[config.mk]
export PLATFORM = sky130hd
export DESIGN_NAME = udg_general_cmd_regs
export DESIGN_NICKNAME = d
export VERILOG_FILES = /design/src/rtl/udg_pkg.sv /design/src/rtl/udg_res_if.sv /design/src/rtl/udg_general_cmd_regs.sv /design/src/rtl/udg_result_store.sv
export SDC_FILE = /design/constraint.sdc
export NUM_CORES = 1
export LEC_CHECK = 0
export BUFFER_PORTS_ARGS = -buffer_cell sky130_fd_sc_hd__buf_2
export CORE_MARGIN = 1
export CORE_UTILIZATION = 35
export CTS_CLUSTER_DIAMETER = 100
export DETAILED_ROUTE_END_ITERATION = 10
export GPL_TIMING_DRIVEN = 0
export PLACE_DENSITY = 0.58
export SLEW_MARGIN = 20
export SYNTH_ARGS = -nofsm -noshare
export SYNTH_HDL_FRONTEND = slang
export SYNTH_SLANG_ARGS = --single-unit
export TNS_END_PERCENT = 30
[constraint.sdc]
create_clock -name clk -period 11.2 [get_ports clk]
set_clock_uncertainty 0.05 [all_clocks]
set_input_delay 2.8 -clock clk [delete_from_list [all_inputs] [get_ports clk]]
set_output_delay 2.8 -clock clk [all_outputs]
set_load 0.005 [all_outputs]
[src/rtl/udg_pkg.sv]
// constants and types shared by the general command register block
`default_nettype none
package udg_pkg;
    // ------------------------------------------------------------
    // counts and widths
    // ------------------------------------------------------------
    localparam int unsigned EP_COUNT  = 16;
    localparam int unsigned EP_BITS   = 4;
    localparam int unsigned CODE_BITS = 4;
    localparam int unsigned FRAME_W   = 11;

    // ------------------------------------------------------------
    // command codes
    // ------------------------------------------------------------
    localparam logic [3:0] CMD_RESULT_HI = 4'hA;
    localparam logic [7:0] CMD_UNLOCK    = 8'hB0;
    localparam logic [7:0] CMD_SCR_WR    = 8'hB2;
    localparam logic [7:0] CMD_SCR_RD    = 8'hB3;
    localparam logic [7:0] CMD_FRAME_RD  = 8'hB4;

    // ------------------------------------------------------------
    // key and reset values
    // ------------------------------------------------------------
    localparam logic [15:0] WAKE_KEY     = 16'hAA37;
    localparam logic [15:0] SCRATCH_RST  = 16'h0000;
    localparam logic [10:0] FRAME_RST    = 11'h000;
    localparam logic [7:0]  RESULT_RST   = 8'h00;
    localparam logic        LOCK_RST     = 1'b0;

    // ------------------------------------------------------------
    // result byte and scratch field positions
    // ------------------------------------------------------------
    localparam int unsigned RES_OK_BIT      = 0;
    localparam int unsigned RES_CODE_LSB    = 1;
    localparam int unsigned RES_TOGGLE_BIT  = 6;
    localparam int unsigned RES_OVERRUN_BIT = 7;
    localparam int unsigned SCR_TOP_BIT     = 15;

    // ------------------------------------------------------------
    // fault codes
    // ------------------------------------------------------------
    localparam logic [3:0] F_NONE       = 4'h0;
    localparam logic [3:0] F_PID_ENC    = 4'h1;
    localparam logic [3:0] F_PID_UNK    = 4'h2;
    localparam logic [3:0] F_UNEXPECTED = 4'h3;
    localparam logic [3:0] F_TOKEN_CRC  = 4'h4;
    localparam logic [3:0] F_DATA_CRC   = 4'h5;
    localparam logic [3:0] F_TIMEOUT    = 4'h6;
    localparam logic [3:0] F_BABBLE     = 4'h7;
    localparam logic [3:0] F_EOP        = 4'h8;
    localparam logic [3:0] F_NAK        = 4'h9;
    localparam logic [3:0] F_STALL      = 4'hA;
    localparam logic [3:0] F_OVERFLOW   = 4'hB;
    localparam logic [3:0] F_EMPTY_ISO  = 4'hC;
    localparam logic [3:0] F_STUFF      = 4'hD;
    localparam logic [3:0] F_SYNC       = 4'hE;
    localparam logic [3:0] F_TOGGLE     = 4'hF;
    // the only packet type nibble that names nothing
    localparam logic [3:0] PID_UNDEFINED = 4'h0;

    typedef enum logic [2:0] {
        PH_IDLE,
        PH_RESULT,
        PH_UNLOCK,
        PH_SCR_WR,
        PH_SCR_RD,
        PH_FRAME,
        PH_IGNORE
    } udg_phase_type;
endpackage
`default_nettype wire

[src/rtl/udg_res_if.sv]
// carrier between the command decoder and the per-endpoint result store
`default_nettype none
interface udg_res_if;
    logic       ev_valid;
    logic [3:0] ev_ep;
    logic [3:0] ev_code;
    logic       ev_ok;
    logic       ev_toggle;
    logic       rd_take;
    logic [3:0] rd_ep;
    logic [7:0] rd_byte;

    modport store (
        input  ev_valid,
        input  ev_ep,
        input  ev_code,
        input  ev_ok,
        input  ev_toggle,
        input  rd_take,
        input  rd_ep,
        output rd_byte
    );
    modport ctrl (
        output ev_valid,
        output ev_ep,
        output ev_code,
        output ev_ok,
        output ev_toggle,
        output rd_take,
        output rd_ep,
        input  rd_byte
    );
endinterface
`default_nettype wire

[src/rtl/udg_general_cmd_regs.sv]
// general command registers: results, wake lock, scratch and frame number
`default_nettype none
module udg_general_cmd_regs (
    input  wire logic        clk,
    input  wire logic        resetn,
    input  wire logic        cmd_data_select,
    input  wire logic        bus_wr,
    input  wire logic        bus_rd,
    input  wire logic        bus_wide,
    input  wire logic [15:0] bus_din,
    output logic      [15:0] bus_dout,
    output logic             bus_dout_valid,
    input  wire logic        usb_suspend,
    input  wire logic        usb_bus_reset,
    input  wire logic        sof_valid,
    input  wire logic [10:0] sof_frame,
    input  wire logic        txn_done,
    input  wire logic [3:0]  txn_ep,
    input  wire logic        txn_control_ep,
    input  wire logic        txn_iso,
    input  wire logic        txn_data_moved,
    input  wire logic        txn_toggle,
    input  wire logic        txn_pid_seen,
    input  wire logic [7:0]  txn_pid,
    input  wire logic        err_token_crc,
    input  wire logic        err_data_crc,
    input  wire logic        err_timeout,
    input  wire logic        err_babble,
    input  wire logic        err_eop,
    input  wire logic        err_stuff,
    input  wire logic        err_sync,
    input  wire logic        evt_nak,
    input  wire logic        evt_stall,
    input  wire logic        evt_overflow,
    input  wire logic        evt_unexpected,
    input  wire logic        evt_setup,
    input  wire logic        evt_empty_tx,
    input  wire logic        evt_toggle_bad,
    output logic             regs_locked,
    output logic             fifo_write_en,
    output logic             payload_discard
);
    // ------------------------------------------------------------
    // reset release
    // ------------------------------------------------------------
    logic rst_meta_q;
    logic rst_n;
    always_ff @(posedge clk or negedge resetn) begin
        if (!resetn) begin
            rst_meta_q <= 1'b0;
            rst_n      <= 1'b0;
        end else begin
            rst_meta_q <= 1'b1;
            rst_n      <= rst_meta_q;
        end
    end

    // ------------------------------------------------------------
    // fault classification
    // ------------------------------------------------------------
    // first cause in the wire order wins; later stages never see a
    // packet whose framing already failed
    function automatic logic [3:0] fault_code(
        input logic       pid_seen,
        input logic [7:0] pid,
        input logic [13:0] f
    );
        logic [3:0] c;
        c = udg_pkg::F_NONE;
        if (f[0]) begin
            c = udg_pkg::F_SYNC;
        end else if (f[1]) begin
            c = udg_pkg::F_STUFF;
        end else if (pid_seen && (pid[7:4] != ~pid[3:0])) begin
            c = udg_pkg::F_PID_ENC;
        end else if (pid_seen && (pid[3:0] == udg_pkg::PID_UNDEFINED)) begin
            c = udg_pkg::F_PID_UNK;
        end else if (f[2]) begin
            c = udg_pkg::F_TOKEN_CRC;
        end else if (f[3]) begin
            c = udg_pkg::F_DATA_CRC;
        end else if (f[4]) begin
            c = udg_pkg::F_EOP;
        end else if (f[5]) begin
            c = udg_pkg::F_BABBLE;
        end else if (f[6]) begin
            c = udg_pkg::F_OVERFLOW;
        end else if (f[7]) begin
            c = udg_pkg::F_UNEXPECTED;
        end else if (f[8]) begin
            c = udg_pkg::F_TOGGLE;
        end else if (f[9]) begin
            c = udg_pkg::F_TIMEOUT;
        end else if (f[10]) begin
            c = udg_pkg::F_STALL;
        end else if (f[11]) begin
            c = udg_pkg::F_NAK;
        end else if (f[12]) begin
            c = udg_pkg::F_EMPTY_ISO;
        end
        return c;
    endfunction

    logic [13:0] fault_vec;
    logic [3:0]  txn_code;
    assign fault_vec = {
        1'b0,
        evt_empty_tx && txn_iso,
        evt_nak,
        evt_stall,
        err_timeout,
        evt_toggle_bad,
        evt_unexpected || (evt_setup && !txn_control_ep),
        evt_overflow,
        err_babble,
        err_eop,
        err_data_crc,
        err_token_crc,
        err_stuff,
        err_sync
    };
    assign txn_code = fault_code(txn_pid_seen, txn_pid, fault_vec);

    // ------------------------------------------------------------
    // result store
    // ------------------------------------------------------------
    udg_res_if res ();
    udg_result_store u_store (
        .clk   (clk),
        .rst_n (rst_n),
        .res   (res.store)
    );
    assign res.ev_valid  = txn_done;
    assign res.ev_ep     = txn_ep;
    assign res.ev_code   = txn_code;
    assign res.ev_ok     = txn_data_moved && (txn_code == udg_pkg::F_NONE);
    assign res.ev_toggle = txn_toggle;
    always_ff @(posedge clk or negedge rst_n) begin
        if (!rst_n) begin
            payload_discard <= 1'b0;
        end else begin
            payload_discard <= txn_done && (txn_code == udg_pkg::F_TOGGLE);
        end
    end

    // ------------------------------------------------------------
    // command phase tracking
    // ------------------------------------------------------------
    function automatic udg_pkg::udg_phase_type decode_cmd(input logic [7:0] cmd);
        udg_pkg::udg_phase_type p;
        p = udg_pkg::PH_IGNORE;
        if (cmd[7:4] == udg_pkg::CMD_RESULT_HI) begin
            p = udg_pkg::PH_RESULT;
        end else if (cmd == udg_pkg::CMD_UNLOCK) begin
            p = udg_pkg::PH_UNLOCK;
        end else if (cmd == udg_pkg::CMD_SCR_WR) begin
            p = udg_pkg::PH_SCR_WR;
        end else if (cmd == udg_pkg::CMD_SCR_RD) begin
            p = udg_pkg::PH_SCR_RD;
        end else if (cmd == udg_pkg::CMD_FRAME_RD) begin
            p = udg_pkg::PH_FRAME;
        end
        return p;
    endfunction
    udg_pkg::udg_phase_type phase_q;
    logic [3:0]             sel_ep_q;
    logic                   byte_idx_q;
    logic                   lock_q;
    logic                   cmd_wr;
    logic                   data_wr;
    logic                   data_rd;
    logic                   reads_ok;
    assign cmd_wr   = bus_wr && cmd_data_select && !usb_suspend;
    assign data_wr  = bus_wr && !cmd_data_select && !usb_suspend;
    assign data_rd  = bus_rd && !cmd_data_select;
    assign reads_ok = !lock_q && !usb_suspend;

    always_ff @(posedge clk or negedge rst_n) begin
        if (!rst_n) begin
            phase_q    <= udg_pkg::PH_IDLE;
            sel_ep_q   <= 4'h0;
            byte_idx_q <= 1'b0;
        end else if (usb_bus_reset) begin
            phase_q    <= udg_pkg::PH_IDLE;
            byte_idx_q <= 1'b0;
        end else if (cmd_wr) begin
            // only the low lane carries the command on a wide bus
            phase_q    <= decode_cmd(bus_din[7:0]);
            sel_ep_q   <= bus_din[3:0];
            byte_idx_q <= 1'b0;
        end else if (data_wr || data_rd) begin
            byte_idx_q <= !byte_idx_q;
        end
    end

    // ------------------------------------------------------------
    // wake lock
    // ------------------------------------------------------------
    logic [7:0] key_low_q;
    logic [7:0] wake_key_low;
    logic [7:0] wake_key_high;
    assign wake_key_low  = udg_pkg::WAKE_KEY[7:0];
    assign wake_key_high = udg_pkg::WAKE_KEY[15:8];

    always_ff @(posedge clk or negedge rst_n) begin
        if (!rst_n) begin
            lock_q    <= udg_pkg::LOCK_RST;
            key_low_q <= 8'h00;
        end else if (usb_suspend) begin
            lock_q <= 1'b1;
        end else if (data_wr && (phase_q == udg_pkg::PH_UNLOCK)) begin
            if (bus_wide) begin
                if (bus_din == udg_pkg::WAKE_KEY) begin
                    lock_q <= 1'b0;
                end
            end else if (!byte_idx_q) begin
                key_low_q <= bus_din[7:0];
            end else if ((key_low_q == wake_key_low) && (bus_din[7:0] == wake_key_high)) begin
                lock_q <= 1'b0;
            end
        end
    end

    always_ff @(posedge clk or negedge rst_n) begin
        if (!rst_n) begin
            regs_locked   <= udg_pkg::LOCK_RST;
            fifo_write_en <= 1'b0;
        end else begin
            regs_locked   <= lock_q;
            fifo_write_en <= !lock_q && !usb_suspend;
        end
    end

    // ------------------------------------------------------------
    // scratch store
    // ------------------------------------------------------------
    logic [15:0] scratch_q;
    logic        host_wr_ok;
    // locked writes other than the key are dropped
    assign host_wr_ok = data_wr && !lock_q;

    always_ff @(posedge clk or negedge rst_n) begin
        if (!rst_n) begin
            scratch_q <= udg_pkg::SCRATCH_RST;
        end else if (host_wr_ok && (phase_q == udg_pkg::PH_SCR_WR)) begin
            if (bus_wide) begin
                scratch_q <= {1'b0, bus_din[14:0]};
            end else if (!byte_idx_q) begin
                scratch_q[7:0] <= bus_din[7:0];
            end else begin
                scratch_q[14:8] <= bus_din[6:0];
            end
        end
    end

    // ------------------------------------------------------------
    // frame number
    // ------------------------------------------------------------
    logic [10:0] frame_count_q;
    // bus reset leaves the old number; it is meaningless until the next sof
    always_ff @(posedge clk or negedge rst_n) begin
        if (!rst_n) begin
            frame_count_q <= udg_pkg::FRAME_RST;
        end else if (sof_valid) begin
            frame_count_q <= sof_frame;
        end
    end

    // ------------------------------------------------------------
    // read data path
    // ------------------------------------------------------------
    logic [15:0] scratch_word;
    logic [15:0] frame_word;
    logic [15:0] rd_word;
    logic [7:0]  frame_count_low;
    logic [2:0]  frame_count_high;
    assign frame_count_low  = frame_count_q[7:0];
    assign frame_count_high = frame_count_q[10:8];
    assign scratch_word     = {1'b0, scratch_q[14:0]};
    assign frame_word       = {5'h00, frame_count_high, frame_count_low};
    assign res.rd_ep        = sel_ep_q;
    assign res.rd_take      = data_rd && reads_ok && (phase_q == udg_pkg::PH_RESULT);

    function automatic logic [15:0] pick(input logic wide, input logic hi, input logic [15:0] w);
        logic [15:0] r;
        r = w;
        if (!wide) begin
            r = hi ? {8'h00, w[15:8]} : {8'h00, w[7:0]};
        end
        return r;
    endfunction

    always_comb begin
        rd_word = 16'h0000;
        case (phase_q)
            udg_pkg::PH_RESULT: rd_word = {8'h00, res.rd_byte};
            udg_pkg::PH_SCR_RD: rd_word = pick(bus_wide, byte_idx_q, scratch_word);
            udg_pkg::PH_FRAME:  rd_word = pick(bus_wide, byte_idx_q, frame_word);
            default:            rd_word = 16'h0000;
        endcase
    end

    always_ff @(posedge clk or negedge rst_n) begin
        if (!rst_n) begin
            bus_dout       <= 16'h0000;
            bus_dout_valid <= 1'b0;
        end else begin
            bus_dout_valid <= data_rd;
            if (data_rd) begin
                bus_dout <= reads_ok ? rd_word : 16'h0000;
            end
        end
    end
endmodule
`default_nettype wire

[src/rtl/udg_result_store.sv]
// per-endpoint transaction result bytes with overrun tracking
`default_nettype none
module udg_result_store (
    input  wire logic clk,
    input  wire logic rst_n,
    udg_res_if.store  res
);
    logic [7:0] result_q [udg_pkg::EP_COUNT];
    logic       result_overrun_flag_q [udg_pkg::EP_COUNT];

    assign res.rd_byte = result_q[res.rd_ep];

    // ------------------------------------------------------------
    // one result byte per endpoint
    // ------------------------------------------------------------
    for (genvar i = 0; i < udg_pkg::EP_COUNT; i++) begin : g_ep
        logic hit_ev;
        logic hit_rd;
        assign hit_ev = res.ev_valid && (res.ev_ep == 4'(i));
        assign hit_rd = res.rd_take && (res.rd_ep == 4'(i));

        always_ff @(posedge clk or negedge rst_n) begin
            if (!rst_n) begin
                result_q[i] <= udg_pkg::RESULT_RST;
                result_overrun_flag_q[i] <= 1'b0;
            end else if (hit_ev) begin
                // a read in the same cycle consumes the old byte, so no overrun
                result_q[i][udg_pkg::RES_OVERRUN_BIT] <= result_overrun_flag_q[i] && !hit_rd;
                if (res.ev_ok) begin
                    result_q[i][udg_pkg::RES_TOGGLE_BIT] <= res.ev_toggle;
                end
                result_q[i][5] <= 1'b0;
                result_q[i][4:1] <= res.ev_code;
                result_q[i][udg_pkg::RES_OK_BIT] <= res.ev_ok;
                result_overrun_flag_q[i] <= 1'b1;
            end else if (hit_rd) begin
                result_q[i][udg_pkg::RES_OVERRUN_BIT] <= 1'b0;
                result_overrun_flag_q[i] <= 1'b0;
            end
        end
    end
endmodule
`default_nettype wire

==> results by stage <==
Logic synthesis:
- In this run the mean area of a mapped cell was 11.4 um2.
- After synthesis the cells add up to 9090 um2.
- The library cell occupying the most area in the post-synthesis netlist is dfrtp_1.
- The count of distinct cell types in the synthesized netlist is 54.
- After synthesis, the most frequently instantiated cells are dfrtp_1 (192), nand2_1 (123), o21ai_0 (77), nor2_1 (43), mux4_2 (38).
- Counting every instance in the synthesized netlist gives 795.
- By area the synthesized netlist is led by dfrtp_1 (53%), mux4_2 (9.4%), nand2_1 (5.1%), mux2_2 (4.3%), o21ai_0 (4.2%).
- The number of enable flip-flop cells after synthesis is 0.
- The fraction of synthesis flops using an asynchronous set or reset pin is 100%.
- The most common flop cell mapped by yosys is dfrtp_1.
- In this run, synthesis produced a sequential element count of 192.
- The sequential share of the synthesized area is 52.8%.
- Summed over its instances, the top area cell type makes up 52.8% of the synthesized netlist area.
- The net count after synthesis is 863.
- The most common cell in the netlist is dfrtp_1.
- The synthesis warning total is 0.

Worst setup path:
- The highest fanout seen on the critical path is 10.
- The delay of the slowest critical-path stage is 0.81 ns.
- The cell with the largest stage delay on the worst path is nor3_1.
- In this run the worst setup path begins at cmd_data_select.
- Among the stages of the critical path, the cell type that occurs most often is buf_2.
- The family with the most delay on the worst path is simple AND/OR/NAND/NOR gates.
- The signal on the critical path passes through buf_2, nand2b_1, buf_2, nor4_2, nand3b_1, buf_2, nor3_1, nand3_1, a21o_1.
- In this run the critical register-to-register path is launched from res.rd_ep[0]$_DFFE_PN0P_.
- The category of the most critical setup path is input pin to register.
- The sort of element at the end of the critical path is a register.
- The critical path arrival is 5.15 ns.
- The kind of start point of the critical path is an input pin.
- For the worst setup path, the data required time is 11.48 ns.
- Together, buffers and inverters on the worst path number 3.

Clocking:
- The clock net in this run drives a total of 192 sinks.
- The number of H-tree levels is 4.
- In this run the deepest clock path goes through 2 buffers.
- After clock tree synthesis, the flow added hold-fix buffers numbering 0.
- The clock-pin slew on the worst setup and hold paths is 0.08 ns.
- TritonCTS built the clock tree.
- The total CTS buffers is 17.
- The clock reaches the later pin of the worst-skew pair after 0.44 ns.
- Post-CTS timing repair inserted 0 buffers for setup.
- The total of cells resized after clock tree synthesis is 0.
- The cell chosen for the clock root is clkbuf_16.

Layout:
- Registers take 4810 um2.
- The post-route netlist has 25.4% of its cells at a drive strength greater than 1.
- The number of antenna diodes in the final layout is 0.
- The final-stage net count is 968.
- The area used by multi-input combinational logic is 4070 um2.
- The post-layout instance area is 10600 um2.
- Relative to the synthesized area, the layout overhead comes to 16.6%.
- Counting the fill cells in the layout gives 2493.

Routing:
- Using the TritonRoute via totals, the vias-per-cell ratio works out to 5.29.
- Summing over every cut layer, the via total after detailed routing is 6572.
- The DRC violation total after the first TritonRoute iteration is 395.
- The detailed-route wire length per cell is 18.4 um.
- After detailed routing, the number of remaining DRC violations is 0.
- The remaining antenna violation count after routing is 0.
- The wire length after detailed routing is 22900 um.
- The number of optimization iterations in the first detailed-route pass is 4.

STA:
- The setup-violating endpoint count in the final report is 0.
- In this run the tightest slew margin relative to its limit is 30.1%.
- In the finished design, the share of the clock period the worst path needs comes to 43.4%.
- Summed over all failing endpoints, the final setup total negative slack is 0 ns.
- Setup repair after global routing left no endpoint under its margin.
- The number of endpoints with negative hold slack in the final report is 0.
- For the pin with the worst max-slew slack, the measured transition is 1.04 ns.
- Setup slack closes at 6.33 ns.
- For this run, the top clock speed supported by timing is 206 MHz.
- The final hold slack is 0.150 ns.
- The number of pins exceeding their max-slew limit in the final report was 0.
- Counting I/O delays and the setup requirement, the final critical path takes 4.87 ns.

GRT:
- The first-pass GRT wire length is 36700 um.
- The maximum number of pins on one net before global-route repair is 52.
- The number of antenna violations at the first check in global routing was 0.
- The total global routing overflow is 0.
- Global routing used 18.2% of the available tracks.
- The number of global-route vias before repair is 6413.

Placed design:
- The post-place instance area is 10000 um2.
- Port buffering added 82 buffers.
- At the placement stage, the worst setup path has a slack of 5.88 ns.
- The congestion estimate from routability-driven global placement came to 0.820.
- The HPWL after detailed placement is 17000 um.

Die:
- The die area is 26600 um2.
- For this configuration, the core starts out at a cell density of 35.9%.
- The die span in x is 163 um.
- 88 I/O pins were placed.
- The cell row count is 58.
- The die height is 163 um.
- The core region area is 25300 um2.

Hold path:
- In this run the worst hold path is classified as register to asynchronous set/reset pin.

Power and ir drop:
- The power per standard cell area is 165 nW/um2.
- Summed over all cells, the static leakage comes to 4.71 nW.
- The maximum resistive drop on vdd is 115 uV.

Run status:
- The run finished with clean final reports.

Flow run:
- Across the run, the number of max-cap violations was 0.
area by class of cell:
type / instances / area share [%]
sequential: 192 / 45.4
clock inverter: 15 / 1.42
buffer: 38 / 1.61
multi-input combinational: 552 / 38.4
clock buffer: 17 / 4.01
timing repair buffer: 86 / 4.84
inverter: 13 / 0.460
tap: 330 / 3.90
report_power, final:
part | switching, mW | internal [mW] | total (mW)
clock network | 0.292 | 0.314 | 0.607
registers | 0.0530 | 0.783 | 0.836
logic | 0.161 | 0.143 | 0.303
per-layer routing:
| metal | track usage [%] | vias to the layer above | part of all wire (%) |
|---|---|---|---|
| li1 | - | 3087 | - |
| met1 | 26.0 | 3289 | 49 |
| met2 | 28.2 | 168 | 45 |
| met3 | 3.15 | 28 | 4.4 |
| met4 | 5.06 | 0 | 1.4 |
| met5 | 0 | - | 0 |
flip-flops by register name, summed over array words and instances, names as in the netlist, 3 cells and up:
| register | flops |
|---|---|
| u_store.result_overrun_flag_q | 16 |
| phase_q | 3 |
| scratch_q | 15 |
| frame_count_q | 11 |
| u_store.result_q | 112 |
| key_low_q | 8 |
| res.rd_ep | 4 |
| bus_dout | 15 |
per-stage QoR:
step           cells  power [mW]  util (%)
6_report        1243        1.75      41.9
2_1_floorplan    795        1.05         -
3_3_place_gp    1207        1.14      39.2
3_5_place_dp    1211        1.16      39.6
4_1_cts         1243        1.76      41.9
5_1_grt         1243        1.83      41.9
cell usage in the layout (no fill, tap or decap), types with 3 or more instances in the layout:
| cell | n |
|---|---|
| dfrtp_1 | 191 |
| nand2_1 | 123 |
| buf_2 | 89 |
| o21ai_0 | 77 |
| nor2_1 | 43 |
| mux4_2 | 38 |
| mux2_2 | 35 |
| a21o_1 | 33 |
| a21oi_1 | 30 |
| nand3_1 | 27 |
| mux2i_1 | 23 |
| clkbuf_1 | 22 |
| nor3_1 | 17 |
| clkbuf_16 | 17 |
| inv_1 | 13 |
| nor4_2 | 11 |
| mux2_4 | 10 |
| a31oi_1 | 7 |
| nor2b_1 | 7 |
| nor4_1 | 7 |
| buf_1 | 6 |
| xnor2_1 | 5 |
| nand2b_1 | 5 |
| a22o_1 | 4 |
| a21boi_0 | 4 |
| inv_6 | 4 |
| o221ai_1 | 3 |
| a22oi_1 | 3 |
| nor4bb_1 | 3 |
| nand4b_1 | 3 |
| nor4b_1 | 3 |
| nand4_1 | 3 |
| nand3b_1 | 3 |
| inv_8 | 3 |
| clkinv_4 | 3 |
| buf_16 | 3 |
cell families (layout without fill, tap and decap cells):
family / after synthesis / in the layout / share of synthesized area (%)
AO/OA/AOI/OAI: 171 / 171 / 11.6
multiplexers: 106 / 106 / 17.9
other: 2 / 2 / 0.0826
buffers and inverters: 51 / 169 / 2.41
flip-flops: 192 / 192 / 52.8
XOR/XNOR: 5 / 5 / 0.481
AND/OR/NAND/NOR: 268 / 268 / 14.6
path summary, 6_finish.rpt:
check                      depth (start not counted)  slack [ns]                                      endpoint
max                                                9        6.33  u_store.result_overrun_flag_q[2]$_DFFE_PN0P_
min                                                0        0.15             u_store.result_q[100]$_DFFE_PN0P_
max reg2reg                                        5        8.36  u_store.result_overrun_flag_q[2]$_DFFE_PN0P_
min reg2reg                                        0        0.15             u_store.result_q[100]$_DFFE_PN0P_
max in group asynchronous                          1        8.91                               rst_n$_DFF_PN0_
min in group clk                                   0        0.31                               rst_n$_DFF_PN0_
(Power assumes the default switching activity.)
